**config.mk**
```make
export PLATFORM = sky130hd
export DESIGN_NAME = mac_control
export DESIGN_NICKNAME = d
export VERILOG_FILES = /design/src/hdl/mac_control_pkg.sv /design/src/hdl/mac_control.sv
export SDC_FILE = /design/constraint.sdc
export NUM_CORES = 2
export LEC_CHECK = 0
export CELL_PAD_IN_SITES_DETAIL_PLACEMENT = 1
export CELL_PAD_IN_SITES_GLOBAL_PLACEMENT = 2
export CORE_UTILIZATION = 43
export DETAILED_ROUTE_END_ITERATION = 16
export DONT_BUFFER_PORTS = 1
export HOLD_SLACK_MARGIN = 0.06
export PLACE_DENSITY_LB_ADDON = 0.1
export SYNTH_ARGS = -nofsm -noshare
export SYNTH_HDL_FRONTEND = slang
export SYNTH_SLANG_ARGS = --single-unit
```
**constraint.sdc**
```tcl
create_clock -name clk_sys -period 13.5 [get_ports clk_sys]
set_input_delay 2.7 -clock clk_sys [delete_from_list [all_inputs] [get_ports clk_sys]]
set_output_delay 2.7 -clock clk_sys [all_outputs]
set_load 0.1 [all_outputs]
```
**src/hdl/mac_control_pkg.sv**
```systemverilog
// Package for the multiply-accumulate control block: control word layout,
// pin bundle, float word layout, accumulator operations and constants.
// Assumes a single 40 MHz system clock and a synchronous active-high reset.
// Functional notes
// RULE1 - Zero bit forces its multiplier pair operands
// RULE2 - Reset clears every control register field
// RULE3 - Fixed fields occupy control word bits 11:0
// RULE4 - Add/subtract selector in bits 15:12, real-time
// RULE5 - Accumulator, sample, zero controls come from pins
// RULE6 - Read only while chip select and read low
// RULE7 - Controller should zero multipliers when idle
// RULE8 - Float word: sign, 6-bit exponent, 9-bit mantissa
// RULE9 - True exponent is stored field minus bias
// RULE10 - Implied integer digit one when exponent nonzero
// RULE11 - Zero exponent means zero mantissa, no denormals
// RULE12 - Accumulator control: add, hold, load, clear
// RULE13 - Sample register loads sum when sample load set
// RULE14 - Host write takes effect two cycles later
// RULE15 - Interface mode pin feeds control from bus
// RULE16 - Direct controls registered with operand ports
package mac_control_pkg;

  // Control word value after reset.
  localparam logic [15:0] CTRL_RESET    = 16'h0000;
  // Clock cycles from the end of a host write to the new word taking effect.
  localparam int          WRITE_LATENCY = 2;
  // Accumulator and fixed output widths.
  localparam int          SUM_W         = 40;
  localparam int          FIXED_W       = 20;
  // Exponent bias used when encoding float results, and exponent ceiling.
  localparam int          FLOAT_BIAS    = 1;
  localparam int          FLOAT_EXP_MAX = 63;

  // Control word, most significant field first.
  typedef struct packed {  // RULE3
    logic [3:0] addSubSel;         // Real-time add/subtract selector.
    logic [1:0] internalDelaySel;  // Internal delay step count.
    logic       cascadeInDisable;  // Cascade input disable.
    logic [4:0] outBitSelect;      // Fixed output bit position.
    logic       roundTruncSel;     // Zero rounds, one truncates.
    logic       outFormatSel;      // Zero float output, one fixed.
    logic [1:0] multModeSel;       // Bit 1 wide mode, bit 0 unsigned.
  } ctrlWord_s;

  // Everything sampled from the pins in one bundle.
  typedef struct packed {
    logic [1:0]      accumCtl;     // Accumulator operation.
    logic            sampleLoad;   // Sample register load.
    logic [3:0]      multZeroCtl;  // Per-multiplier operand zeroing.
    logic [7:0][7:0] operands;     // Index zero is port A.
    logic [15:0]     hostDataBus;  // Host data bus input.
    logic            ifaceMode;    // One selects direct bus parameters.
    logic            csN;          // Chip select, active low.
    logic            wrN;          // Write strobe, active low.
    logic            rdN;          // Read strobe, active low.
  } pins_s;

  // Sixteen-bit float word.
  typedef struct packed {
    logic       sign;              // One means negative.
    logic [5:0] exponent;          // Biased exponent.
    logic [8:0] mantissa;          // Fraction below the binary point.
  } floatWord_s;

  // Accumulator operations.
  typedef enum logic [1:0] {
    ACC_ADD   = 2'b00,
    ACC_HOLD  = 2'b01,
    ACC_LOAD  = 2'b10,
    ACC_CLEAR = 2'b11
  } accumOp_e;

endpackage : mac_control_pkg

```
**src/hdl/mac_control.sv**
```systemverilog
// Control and datapath of the four-multiplier 40-bit accumulator.
// Assumes all pins but clk_sys and sys_rst are asynchronous to clk_sys and the host holds its
// strobes long enough to be seen through a two-stage synchroniser.
`timescale 1ns/1ps
module mac_control (
  input  wire  logic        clk_sys,       // System clock, 40 MHz.
  input  wire  logic        sys_rst,       // Synchronous reset.
  input  wire  logic        csN,           // Chip select.
  input  wire  logic        wrN,           // Write strobe.
  input  wire  logic        rdN,           // Read strobe.
  input  wire  logic [15:0] hostDataIn,    // Data bus input half.
  input  wire  logic        ifaceModePin,  // Direct parameter mode.
  input  wire  logic [1:0]  accumCtl,      // Accumulator control.
  input  wire  logic        sampleLoad,    // Sample register load.
  input  wire  logic [3:0]  multZeroCtl,   // Multiplier zero control.
  input  wire  logic [7:0]  operandPortA,  // Operand port A.
  input  wire  logic [7:0]  operandPortB,  // Operand port B.
  input  wire  logic [7:0]  operandPortC,  // Operand port C.
  input  wire  logic [7:0]  operandPortD,  // Operand port D.
  input  wire  logic [7:0]  operandPortE,  // Operand port E.
  input  wire  logic [7:0]  operandPortF,  // Operand port F.
  input  wire  logic [7:0]  operandPortG,  // Operand port G.
  input  wire  logic [7:0]  operandPortH,  // Operand port H.
  output logic       [15:0] hostDataOut,   // Data bus output half.
  output logic              hostDataOeN,   // Low while driving the bus.
  output logic       [19:0] resultWord,    // Fixed or float result.
  output logic       [15:0] activeCtrl     // Host control register; in force outside direct mode.
);

  mac_control_pkg::pins_s      pinNow;      // Raw pin bundle.
  mac_control_pkg::pins_s      pinMeta_ff;  // First synchroniser stage.
  mac_control_pkg::pins_s      pinSync_ff;  // Second synchroniser stage.
  mac_control_pkg::ctrlWord_s  ctrl_ff;     // Host control register.
  mac_control_pkg::ctrlWord_s  effCtrl;     // Register or direct bus.
  mac_control_pkg::ctrlWord_s  s1Ctrl_ff;   // Control with operands.
  mac_control_pkg::ctrlWord_s  s2Ctrl_ff;   // Control with products.
  mac_control_pkg::ctrlWord_s  s3Ctrl_ff;   // Control with sample.
  mac_control_pkg::accumOp_e   s1Acc_ff;    // Accumulator op, stage 1.
  mac_control_pkg::accumOp_e   s2Acc_ff;    // Accumulator op, stage 2.
  mac_control_pkg::floatWord_s floatNow;    // Encoded sample.
  logic [15:0]     wrData_ff;               // Word captured by a write.
  logic            wrActive_ff;             // Write seen last cycle.
  logic [mac_control_pkg::WRITE_LATENCY-2:0] pend_ff;  // Commit delay.
  logic            writeActive;             // Write strobes both low outside direct mode.
  logic            writeEnd;                // Write just finished.
  logic            readActive;              // Read strobes both low.
  logic [7:0][7:0] opnd_ff;                 // Zeroed operands.
  logic            s1Smp_ff;                // Sample load, stage 1.
  logic            s2Smp_ff;                // Sample load, stage 2.
  logic signed [39:0] term;                 // Signed product sum.
  logic signed [39:0] term_ff;              // Registered product sum.
  logic signed [39:0] sum_ff;               // Accumulator.
  logic signed [39:0] nxtSum;               // Next accumulator value.
  logic signed [39:0] sample_ff;            // Sample register.
  logic [15:0]     hostDataOut_ff;          // Read data register.
  logic            hostDataOeN_ff;          // Output enable register.
  logic [19:0]     resultWord_ff;           // Result register.

  // Widens an 8- or 16-bit operand pair and multiplies them.
  function automatic logic signed [33:0] mulWide(input logic [15:0] a,
                                                 input logic [15:0] b,
                                                 input logic uns);
    logic signed [16:0] ea;
    logic signed [16:0] eb;
    ea = $signed({~uns & a[15], a});
    eb = $signed({~uns & b[15], b});
    return ea * eb;
  endfunction : mulWide

  // Extends an 8-bit operand to 16 bits by sign or zero.
  function automatic logic [15:0] ext8(input logic [7:0] v,
                                       input logic uns);
    return uns ? {8'h00, v} : {{8{v[7]}}, v};
  endfunction : ext8

  // Encodes a 40-bit sum as a float word with truncated mantissa.
  function automatic mac_control_pkg::floatWord_s toFloat(
      input logic signed [39:0] v);
    mac_control_pkg::floatWord_s f;
    logic [39:0] mag;
    logic [39:0] norm;
    int          lead;
    int          e;
    f    = '0;
    mag  = v[39] ? 40'(-v) : v;
    lead = -1;
    for (int i = 0; i < mac_control_pkg::SUM_W; i++) begin
      if (mag[i]) begin
        lead = i;
      end
    end
    f.sign = v[39];                                               // RULE8
    if (lead >= 0) begin
      // The leading one is the implied integer digit.
      norm = mag << (39 - lead);                                  // RULE10
      e    = lead + mac_control_pkg::FLOAT_BIAS;                  // RULE9
      if (e > mac_control_pkg::FLOAT_EXP_MAX) begin
        e = mac_control_pkg::FLOAT_EXP_MAX;
      end
      f.exponent = 6'(e);
      f.mantissa = norm[38:30];
    end
    // A zero sum leaves both fields zero.                           RULE11
    return f;
  endfunction : toFloat

  // Picks twenty bits of the sample and rounds unless truncating.
  function automatic logic [19:0] toFixed(input logic signed [39:0] v,
                                          input logic [4:0] sel,
                                          input logic trunc);
    logic signed [39:0] sh;
    logic               rnd;
    sh  = v >>> sel;
    rnd = (!trunc && sel != 5'h00) ? v[sel - 5'h01] : 1'b0;
    return sh[19:0] + {19'h00000, rnd};
  endfunction : toFixed

  assign pinNow = {accumCtl, sampleLoad, multZeroCtl,
                   operandPortH, operandPortG, operandPortF, operandPortE,
                   operandPortD, operandPortC, operandPortB, operandPortA,
                   hostDataIn, ifaceModePin, csN, wrN, rdN};

  // Two-stage synchroniser; all pins move together so controls stay
  // aligned with the operands sampled beside them.
  always_ff @(posedge clk_sys) begin
    pinMeta_ff <= pinNow;                                         // RULE16
    pinSync_ff <= pinMeta_ff;
  end

  assign writeActive = !pinSync_ff.csN && !pinSync_ff.wrN
                       && !pinSync_ff.ifaceMode;
  assign readActive  = !pinSync_ff.csN && !pinSync_ff.rdN;        // RULE6
  assign writeEnd    = wrActive_ff && !writeActive;

  // Host write capture: the last word seen while the strobes are low wins.
  always_ff @(posedge clk_sys) begin
    if (sys_rst) begin
      wrData_ff   <= mac_control_pkg::CTRL_RESET;
      wrActive_ff <= 1'b0;
      pend_ff     <= '0;
    end else begin
      wrActive_ff <= writeActive;
      if (writeActive) begin
        wrData_ff <= pinSync_ff.hostDataBus;
      end
      // The shift register drops its oldest bit on purpose.
      pend_ff <= (mac_control_pkg::WRITE_LATENCY-1)'(
                   {pend_ff, writeEnd});                          // RULE14
    end
  end

  // Control register; a new word replaces the whole earlier set.
  always_ff @(posedge clk_sys) begin
    if (sys_rst) begin
      ctrl_ff <= mac_control_pkg::CTRL_RESET;                     // RULE2
    end else if (pend_ff[mac_control_pkg::WRITE_LATENCY-2]) begin
      ctrl_ff <= wrData_ff;                                       // RULE14
    end
  end

  // Direct mode takes the whole word from the bus every cycle.
  assign effCtrl = pinSync_ff.ifaceMode ? pinSync_ff.hostDataBus
                                        : ctrl_ff;                // RULE15

  // Read port: drives the control word only during a qualified read.
  always_ff @(posedge clk_sys) begin
    if (sys_rst) begin
      hostDataOut_ff <= 16'h0000;
      hostDataOeN_ff <= 1'b1;
    end else begin
      hostDataOeN_ff <= !(readActive && !pinSync_ff.ifaceMode);  // RULE6
      if (readActive) begin
        hostDataOut_ff <= ctrl_ff;
      end
    end
  end

  // Operand stage: zeroing and direct controls are taken from pins here.
  always_ff @(posedge clk_sys) begin
    for (int i = 0; i < 4; i++) begin
      opnd_ff[2*i]   <= pinSync_ff.multZeroCtl[i] ? 8'h00
                        : pinSync_ff.operands[2*i];               // RULE1
      opnd_ff[2*i+1] <= pinSync_ff.multZeroCtl[i] ? 8'h00
                        : pinSync_ff.operands[2*i+1];             // RULE1
    end
    s1Acc_ff  <= mac_control_pkg::accumOp_e'(pinSync_ff.accumCtl); // RULE5
    s1Smp_ff  <= pinSync_ff.sampleLoad;                           // RULE5
    s1Ctrl_ff <= effCtrl;                                         // RULE4
  end

  // Product combination with the real-time add/subtract selector.
  always_comb begin
    logic               uns;
    logic signed [39:0] p0;
    logic signed [39:0] p1;
    logic signed [39:0] p2;
    logic signed [39:0] p3;
    logic signed [39:0] grpA;
    logic signed [39:0] grpB;
    logic signed [39:0] raw;
    uns  = s1Ctrl_ff.multModeSel[0];
    p0   = 40'(mulWide(ext8(opnd_ff[0], uns), ext8(opnd_ff[1], uns), uns));
    p1   = 40'(mulWide(ext8(opnd_ff[2], uns), ext8(opnd_ff[3], uns), uns));
    p2   = 40'(mulWide(ext8(opnd_ff[4], uns), ext8(opnd_ff[5], uns), uns));
    p3   = 40'(mulWide(ext8(opnd_ff[6], uns), ext8(opnd_ff[7], uns), uns));
    grpA = s1Ctrl_ff.addSubSel[0] ? p0 - p1 : p0 + p1;            // RULE4
    grpB = s1Ctrl_ff.addSubSel[1] ? p2 - p3 : p2 + p3;
    raw  = s1Ctrl_ff.addSubSel[2] ? grpA - grpB : grpA + grpB;
    if (s1Ctrl_ff.multModeSel[1]) begin
      // Wide mode: A:B times C:D, ports E to H ignored.
      raw = 40'(mulWide({opnd_ff[0], opnd_ff[1]},
                        {opnd_ff[2], opnd_ff[3]}, uns));
    end
    term = s1Ctrl_ff.addSubSel[3] ? -raw : raw;
  end

  // Product stage register.
  always_ff @(posedge clk_sys) begin
    term_ff   <= term;
    s2Acc_ff  <= s1Acc_ff;
    s2Smp_ff  <= s1Smp_ff;
    s2Ctrl_ff <= s1Ctrl_ff;
  end

  // Accumulator operation select.
  always_comb begin
    case (s2Acc_ff)
      mac_control_pkg::ACC_ADD:   nxtSum = sum_ff + term_ff;      // RULE12
      mac_control_pkg::ACC_HOLD:  nxtSum = sum_ff;                // RULE12
      mac_control_pkg::ACC_LOAD:  nxtSum = term_ff;               // RULE12
      mac_control_pkg::ACC_CLEAR: nxtSum = '0;                    // RULE12
      default:                    nxtSum = sum_ff;
    endcase
  end

  // Accumulator and sample register; cleared on reset for a clean start.
  always_ff @(posedge clk_sys) begin
    if (sys_rst) begin
      sum_ff    <= '0;
      sample_ff <= '0;
    end else begin
      sum_ff <= nxtSum;
      if (s2Smp_ff) begin
        sample_ff <= nxtSum;                                      // RULE13
      end
    end
    s3Ctrl_ff <= s2Ctrl_ff;
  end

  assign floatNow = toFloat(sample_ff);

  // Output register: float in the low sixteen bits or fixed twenty bits.
  always_ff @(posedge clk_sys) begin
    if (sys_rst) begin
      resultWord_ff <= 20'h00000;
    end else if (s3Ctrl_ff.outFormatSel) begin
      resultWord_ff <= toFixed(sample_ff, s3Ctrl_ff.outBitSelect,
                               s3Ctrl_ff.roundTruncSel);
    end else begin
      resultWord_ff <= {4'h0, floatNow};                          // RULE8
    end
  end

  assign hostDataOut = hostDataOut_ff;
  assign hostDataOeN = hostDataOeN_ff;
  assign resultWord  = resultWord_ff;
  assign activeCtrl  = ctrl_ff;
endmodule : mac_control

```
== Word-level counts from Yosys, hierarchy flattened ==
Cells that the tools add are included.
Storage, ports and cells
  flip-flop bits (word level): 470
  input port bits: 93
  word-level logic and storage cells: 188
Cells by class
  reductions and logical operators: 16
  muxes and demuxes: 62
  shift operators: 2
  bitwise operators: 12
  multiply operators: 5
  equality and inequality tests: 3
  $lt $le $gt $ge: 3
  add/sub/neg operators: 13
Operator list (count)
  $mux W32: 40
  $mux W40: 6
  $mul A17 B17 Y34: 5
  $mux W16: 10
  $pmux W40 S4: 1
  $add A40 B40 Y40: 2
  $neg A40 Y40: 2
  $add A34 B34 Y35: 2
  $sub A34 B34 Y35: 2
  $shl A40 B32 Y39: 1
  $sshr A40 B5 Y20: 1
  $sub A40 B40 Y40: 1
  $add A32 B2 Y32 const B: 1
  $ge A32 B1 Y1 const B: 1
  $gt A32 B7 Y1 const B: 1
  $sub A7 B32 Y32 const A: 1
  $add A20 B1 Y20: 1
  $mux W15: 1
  $and A1 B1 Y1: 10
  $logic_not A1 Y1: 7
  $lt A5 B7 Y1 const B: 1
  $logic_and A1 B1 Y1: 6
  $mux W6: 1
  $bmux W1 S5: 1
  other kinds (8): 11

== Logic depth before layout (Yosys ltp) ==
  word-level depth: 47
  mapped depth: 56
  depth with buffers taken out: 54

== Worst setup path before layout ==
Ideal clock, no wire load.
  path kind: flip-flop to flip-flop
  start: register opnd_ff[55] in the netlist's numbering
  end: register term_ff[39]
  path buffers: 2
  required time: 13428 ps
  arrival: 11898 ps
  stages on the path, launching flop included: 52
  path slack: 1531 ps
  path through: dfxtp_1 > clkbuf_1 > nor2b_1 > clkbuf_1 > and2_1 > fa_1 > fa_1 > fa_1 > inv_1 > fa_1 > inv_1 > fa_1 > inv_1 > fa_1 > inv_1 > ha_1 > a21oi_1 > o21ai_0 > [... 16 more ...] > nand2_1 > nand2_1 > xnor2_1 > ha_1 > a21o_1 > a21o_1 > a2111oi_0 > nor3_1 > a22o_1 > or2_2 > o21a_1 > or3_1 > a21oi_1 > a21o_1 > nand4_1 > or3_1 > o31ai_1 > xor2_1
On the way
  longest elaborated chain between the ends: 10
  elaborated cells on any way between the ends: 12
  those cells by class: 5 x add/sub; 1 x mul; 5 x mux; 1 x bitwise
RTL lines
  start, declared: line mac_control.sv:47  | logic [7:0][7:0] opnd_ff;
  start signal, assigned by index: line mac_control.sv:181  | opnd_ff[2*i] <= pinSync_ff.multZeroCtl[i] ? 8'h00
  start signal, assigned by index: line mac_control.sv:183  | opnd_ff[2*i+1] <= pinSync_ff.multZeroCtl[i] ? 8'h00
  $mux W16 *: line mac_control.sv:73  | return uns ? {8'h00, v} : {{8{v[7]}}, v};
  $and A1 B1 Y1: line mac_control.sv:65  | ea = $signed({~uns & a[15], a});
  $mul A17 B17 Y34 *: line mac_control.sv:67  | return ea * eb;
  $add A34 B34 Y35 or $sub A34 B34 Y35 (tied branches): line mac_control.sv:207  | grpB = s1Ctrl_ff.addSubSel[1] ? p2 - p3 : p2 + p3;
  $mux W40 *: line mac_control.sv:207
  $add A40 B40 Y40 or $sub A40 B40 Y40 (tied branches): line mac_control.sv:208  | raw = s1Ctrl_ff.addSubSel[2] ? grpA - grpB : grpA + grpB;
  $mux W40 *: line mac_control.sv:208
  $mux W40 *: line mac_control.sv:209  | if (s1Ctrl_ff.multModeSel[1]) begin
  $neg A40 Y40: line mac_control.sv:214  | term = s1Ctrl_ff.addSubSel[3] ? -raw : raw;
  $mux W40 *: line mac_control.sv:214
  net term[39]: line mac_control.sv:50  | logic signed [39:0] term;
  end signal, assigned: line mac_control.sv:219  | term_ff <= term;
  end, declared: line mac_control.sv:51  | logic signed [39:0] term_ff;
The timed path passes the listed nets; every way through them passes the cells marked *.
A chain may end at the register's enable or synchronous reset.

== Worst setup path in the final report ==
  start: register s1Ctrl_ff[0] in the netlist's numbering
  end: register term_ff[39]
On the way
  longest elaborated chain between the ends: 10
  elaborated cells on any way between the ends: 36
  those cells by class: 7 x add/sub; 5 x mul; 13 x mux; 11 x bitwise
RTL lines
  start, declared: line mac_control.sv:35  | mac_control_pkg::ctrlWord_s s1Ctrl_ff;
  start signal, assigned: line mac_control.sv:188  | s1Ctrl_ff <= effCtrl;
  $mux W16 or $not A1 Y1 (tied branches): line mac_control.sv:73, mac_control.sv:65, mac_control.sv:66
  $and A1 B1 Y1 (on tied branches): line mac_control.sv:65, mac_control.sv:66
  $mul A17 B17 Y34: line mac_control.sv:67
  $add A34 B34 Y35 (tied with other cells): line mac_control.sv:206  | grpA = s1Ctrl_ff.addSubSel[0] ? p0 - p1 : p0 + p1;
  $mux W40 (on tied branches): line mac_control.sv:206, mac_control.sv:207
  $add A40 B40 Y40 or $sub A40 B40 Y40 (tied branches): line mac_control.sv:208
  $mux W40: line mac_control.sv:208
  $mux W40 *: line mac_control.sv:209
  $neg A40 Y40: line mac_control.sv:214
  $mux W40 *: line mac_control.sv:214
  net term[39]: line mac_control.sv:50
Marked as above.

==> flow_summary.ini <==
[run_status]
status = complete, no violations

[grt]
antenna_found_initial = 11
grt_start_max_net_pins = 152
gr-total-overflow = 0
grt_pass1_vias = 62200
grtUsageTotal_pct = 26.2
grt_pass1_wl_um = 351000

[critical_path]
cp_max_fo = 27
slowest_stage = fa_1
reg2reg_to = term_ff[39]
crit_path_end_kind = register
critical-path-top-delay-family = adder cells
rr_worst_depth = 52
critPathKind = reg2reg
r2r-start = s1Ctrl_ff[0]
crit_arrival_ns = 13.35
ff2ff_setup_slack_ns = 0.79
worstPathRequired_ns = 14.14
critPathLaunchType = register
slowest_delay_ns = 0.54
cp_num_buf_inv = 8

[layout]
postLayoutCoreUtil_pct = 46.0
final_nets = 9815
area_growth_pct = 5.98
drive_gt1_share_pct = 4.84
nFillCells = 19500

[synthesis]
netlist_instances = 8206
yosys.area.top_type = fa_1
ys_ff_latch = 470
yosys.area.top_type_share_pct = 30.3
synth_edf_count = 0
synth_warnings = 0
ys_seq_area_share_pct = 13.0
synth_nets = 9991
synthTopCellsByArea = fa_1, dfxtp_1, ha_1, inv_1, nand2_1
ys_types = 102
avgSynthCellArea_um2 = 8.84
synth-async-reset-ratio_pct = 0
syn_area_um2 = 72500
synthFlopType = dfxtp_1

[min_path]
worstHoldPathType = reg2reg
whs_endpoint = pinSync_ff[55]
min-delay-start = pinMeta_ff[55]
hold-path-cell-count = 0

[clocking]
root_buffer = clkbuf_16
clk_pin_slew_ns = 0.09
cts_max_level = 2
cts-buffers-inserted = 53
cts_setup_buffers = 0
cts_tree = done
clk_latency_ns = 0.72
clockBufferDepth = 3
cts_sinks = 470

[sta]
worstMarginPinSlew_ns = 1.13
post-route-period-util_pct = 94.1
hold_viol_final = 0
finalSetupViolCount = 0
hold_ws_ns = 0.317
min_period_ns = 12.71
fmaxAchievable_ghz = 0.0787
skew_ns = 0.0719
slew_headroom_pct = 24.6
drv_slew = 0

[routing]
drc = 0
detail_route.wl_per_cell_um = 21.1
ant_nets = 0
drt-pass1-iter-count = 5
drtIter0Drc = 2570
vias = 56500
routed_via_density = 5.49
finalWirelength_um = 217000

[floorplanning]
num_rows = 150
die-area_um2 = 170000
core_area_um2 = 167000
die_h_um = 413
initial_utilization_pct = 43.4
fp.dieW_um = 413
ios = 146

[power_and_ir_drop]
ir_drop_v = 0.000556
p_leak_nw = 36.1
power_density_nw_per_um2 = 258

[placed_design]
place_congestion = 0.879
dp_hpwl_um = 180000
port-buffer-count = 0

[job]
maxCapViolations = 0
==> placed cells by master (no fill, tap or decap), drive strengths merged, types with 20 or more instances in the layout <==
cell type  count
inv         1406
fa          1097
nand2        726
ha           595
dfxtp        470
nor2         446
a21oi        367
and2         360
o21ai        304
xnor2        291
xor2         174
mux2i        126
nor3         114
nor2b        106
nand3        103
a21o          93
a211oi        92
nand2b        89
buf           89
a31oi         83
o21a          74
clkbuf        67
mux4          54
o31ai         52
or3           47
o211ai        42
mux2          41
and3          40
o21bai        37
nand4         35
nor4          35
a22oi         34
or2           31
nor3b         20
==> cell type report <==
| cell class | instances | area, um^2 | area share, % |
|---|---|---|---|
| multi-input cells | 6013 | 56800 | 73.9 |
| repair buffers | 89 | 676 | 0.879 |
| clock buffers | 67 | 1450 | 1.89 |
| flip-flops and latches | 470 | 9420 | 12.3 |
| well taps | 2204 | 2760 | 3.59 |
| inverters | 1403 | 5280 | 6.87 |
| clock inverters | 33 | 463 | 0.602 |
| diodes | 3 | 7.51 | 0.00977 |
==> stage by stage <==
step	area (um^2)	std cells	setup TNS (ns)	setup slack [ns]	power, W
final	76800	10300	0	0.790	0.0198
after floorplan	72500	8206	0	1.53	0.0133
after detailed placement	74800	10200	0	0.125	0.0180
after global routing	76800	10300	-0.0109	-0.0109	0.0217
after CTS	76700	10300	0	0.0152	0.0197
after global placement	74800	10200	0	0.335	0.0177
==> Yosys cell counts (14+ instances only) <==
master	number
xnor2_1	291
mux2_2	41
a211oi_1	92
dfxtp_1	470
or2_2	24
or3_1	47
nand3_1	103
a21oi_1	365
nand4_1	35
and3_1	40
buf_2	15
mux2i_1	126
xor2_1	174
nor3b_1	20
a22oi_1	34
nand3b_1	16
o22ai_1	14
o31a_1	15
o31ai_1	49
clkbuf_1	288
a41oi_1	15
ha_1	595
o21a_1	74
buf_1	15
o2111ai_1	16
a31oi_1	83
o21ai_0	288
nor2b_1	106
a211o_1	19
o21ai_1	14
a21o_1	93
nor4_1	34
mux4_2	54
inv_1	1392
nand2_1	724
fa_1	1097
o211ai_1	42
a21boi_0	14
nor2_1	446
nand2b_1	89
nor3_1	112
and2_1	359
o21bai_1	37
==> report_power, final <==
group	total [W]	internal (W)	switching, W	leakage, nW
combinational	0.0163	0.00612	0.0101	31.2
sequential	0.00198	0.00164	0.000332	3.92
clock	0.00157	0.000912	0.000662	0.930
total	0.0198	0.00868	0.0111	36.1
==> registers in the layout, summed over array words and instances, names as in the netlist <==
signal and flops:
s1Smp_ff 1, hostDataOut 16, sum_ff 40, pend_ff 1, opnd_ff 64, s2Ctrl_ff 7, sample_ff 40, s3Ctrl_ff 7
resultWord 20, term_ff 40, s2Smp_ff 1, wrActive_ff 1, s1Ctrl_ff 13, wrData_ff 16, hostDataOeN 1, activeCtrl 16
pinSync_ff 91, s2Acc_ff 2, pinMeta_ff 91, s1Acc_ff 2
==> what timing repair did <==
| item | 4_1_cts | 5_1_grt |
|---|---|---|
| hold buffers | 0 | 0 |
| gates resized for setup | 0 | 46 |
| setup endpoints to repair | 0 | 14 |
==> worst reg2reg max path: cells and delay by family (launching register included) <==
family | cells | cell delay [ns]
compound gates | 16 | 3.35
xor+xnor | 5 | 1.08
simple gates | 14 | 2.75
buf+inv | 8 | 1.10
fa+ha+maj | 9 | 4.00
flops | 1 | 0.33
==> how the worst max path moves through the flow <==
stage | to | cells after the start | from
2_1_floorplan | term_ff[39] | 51 | opnd_ff[55]
3_3_place_gp | term_ff[39] | 50 | s1Ctrl_ff[0]
3_5_place_dp | term_ff[39] | 50 | s1Ctrl_ff[0]
4_1_cts | term_ff[39] | 50 | s1Ctrl_ff[0]
5_1_grt | term_ff[39] | 50 | s1Ctrl_ff[0]
6_report | term_ff[39] | 52 | s1Ctrl_ff[0]
==> layer usage <==
metal | vias to the layer above | GRT usage, % | wire, um
met5 | - | 0 | 0
met4 | 0 | 5.51 | 4620
met3 | 218 | 2.25 | 6530
met2 | 756 | 46.4 | 108000
met1 | 29100 | 34.5 | 97200
li1 | 26400 | - | -
==> cells by family (layout without fill, tap and decap cells) <==
logic type | count (synthesis) | after routing | share of synthesized area (%)
simple gates | 2220 | 2220 | 15.0
buf+inv | 1723 | 1592 | 8.97
fa+ha+maj | 1694 | 1694 | 40.6
compound gates | 1410 | 1410 | 12.7
flops | 470 | 470 | 13.0
xor+xnor | 468 | 468 | 5.71
mux | 221 | 221 | 4.05
other cells | 0 | 3 | 0
Note: power is estimated with default switching activity, not from simulation.
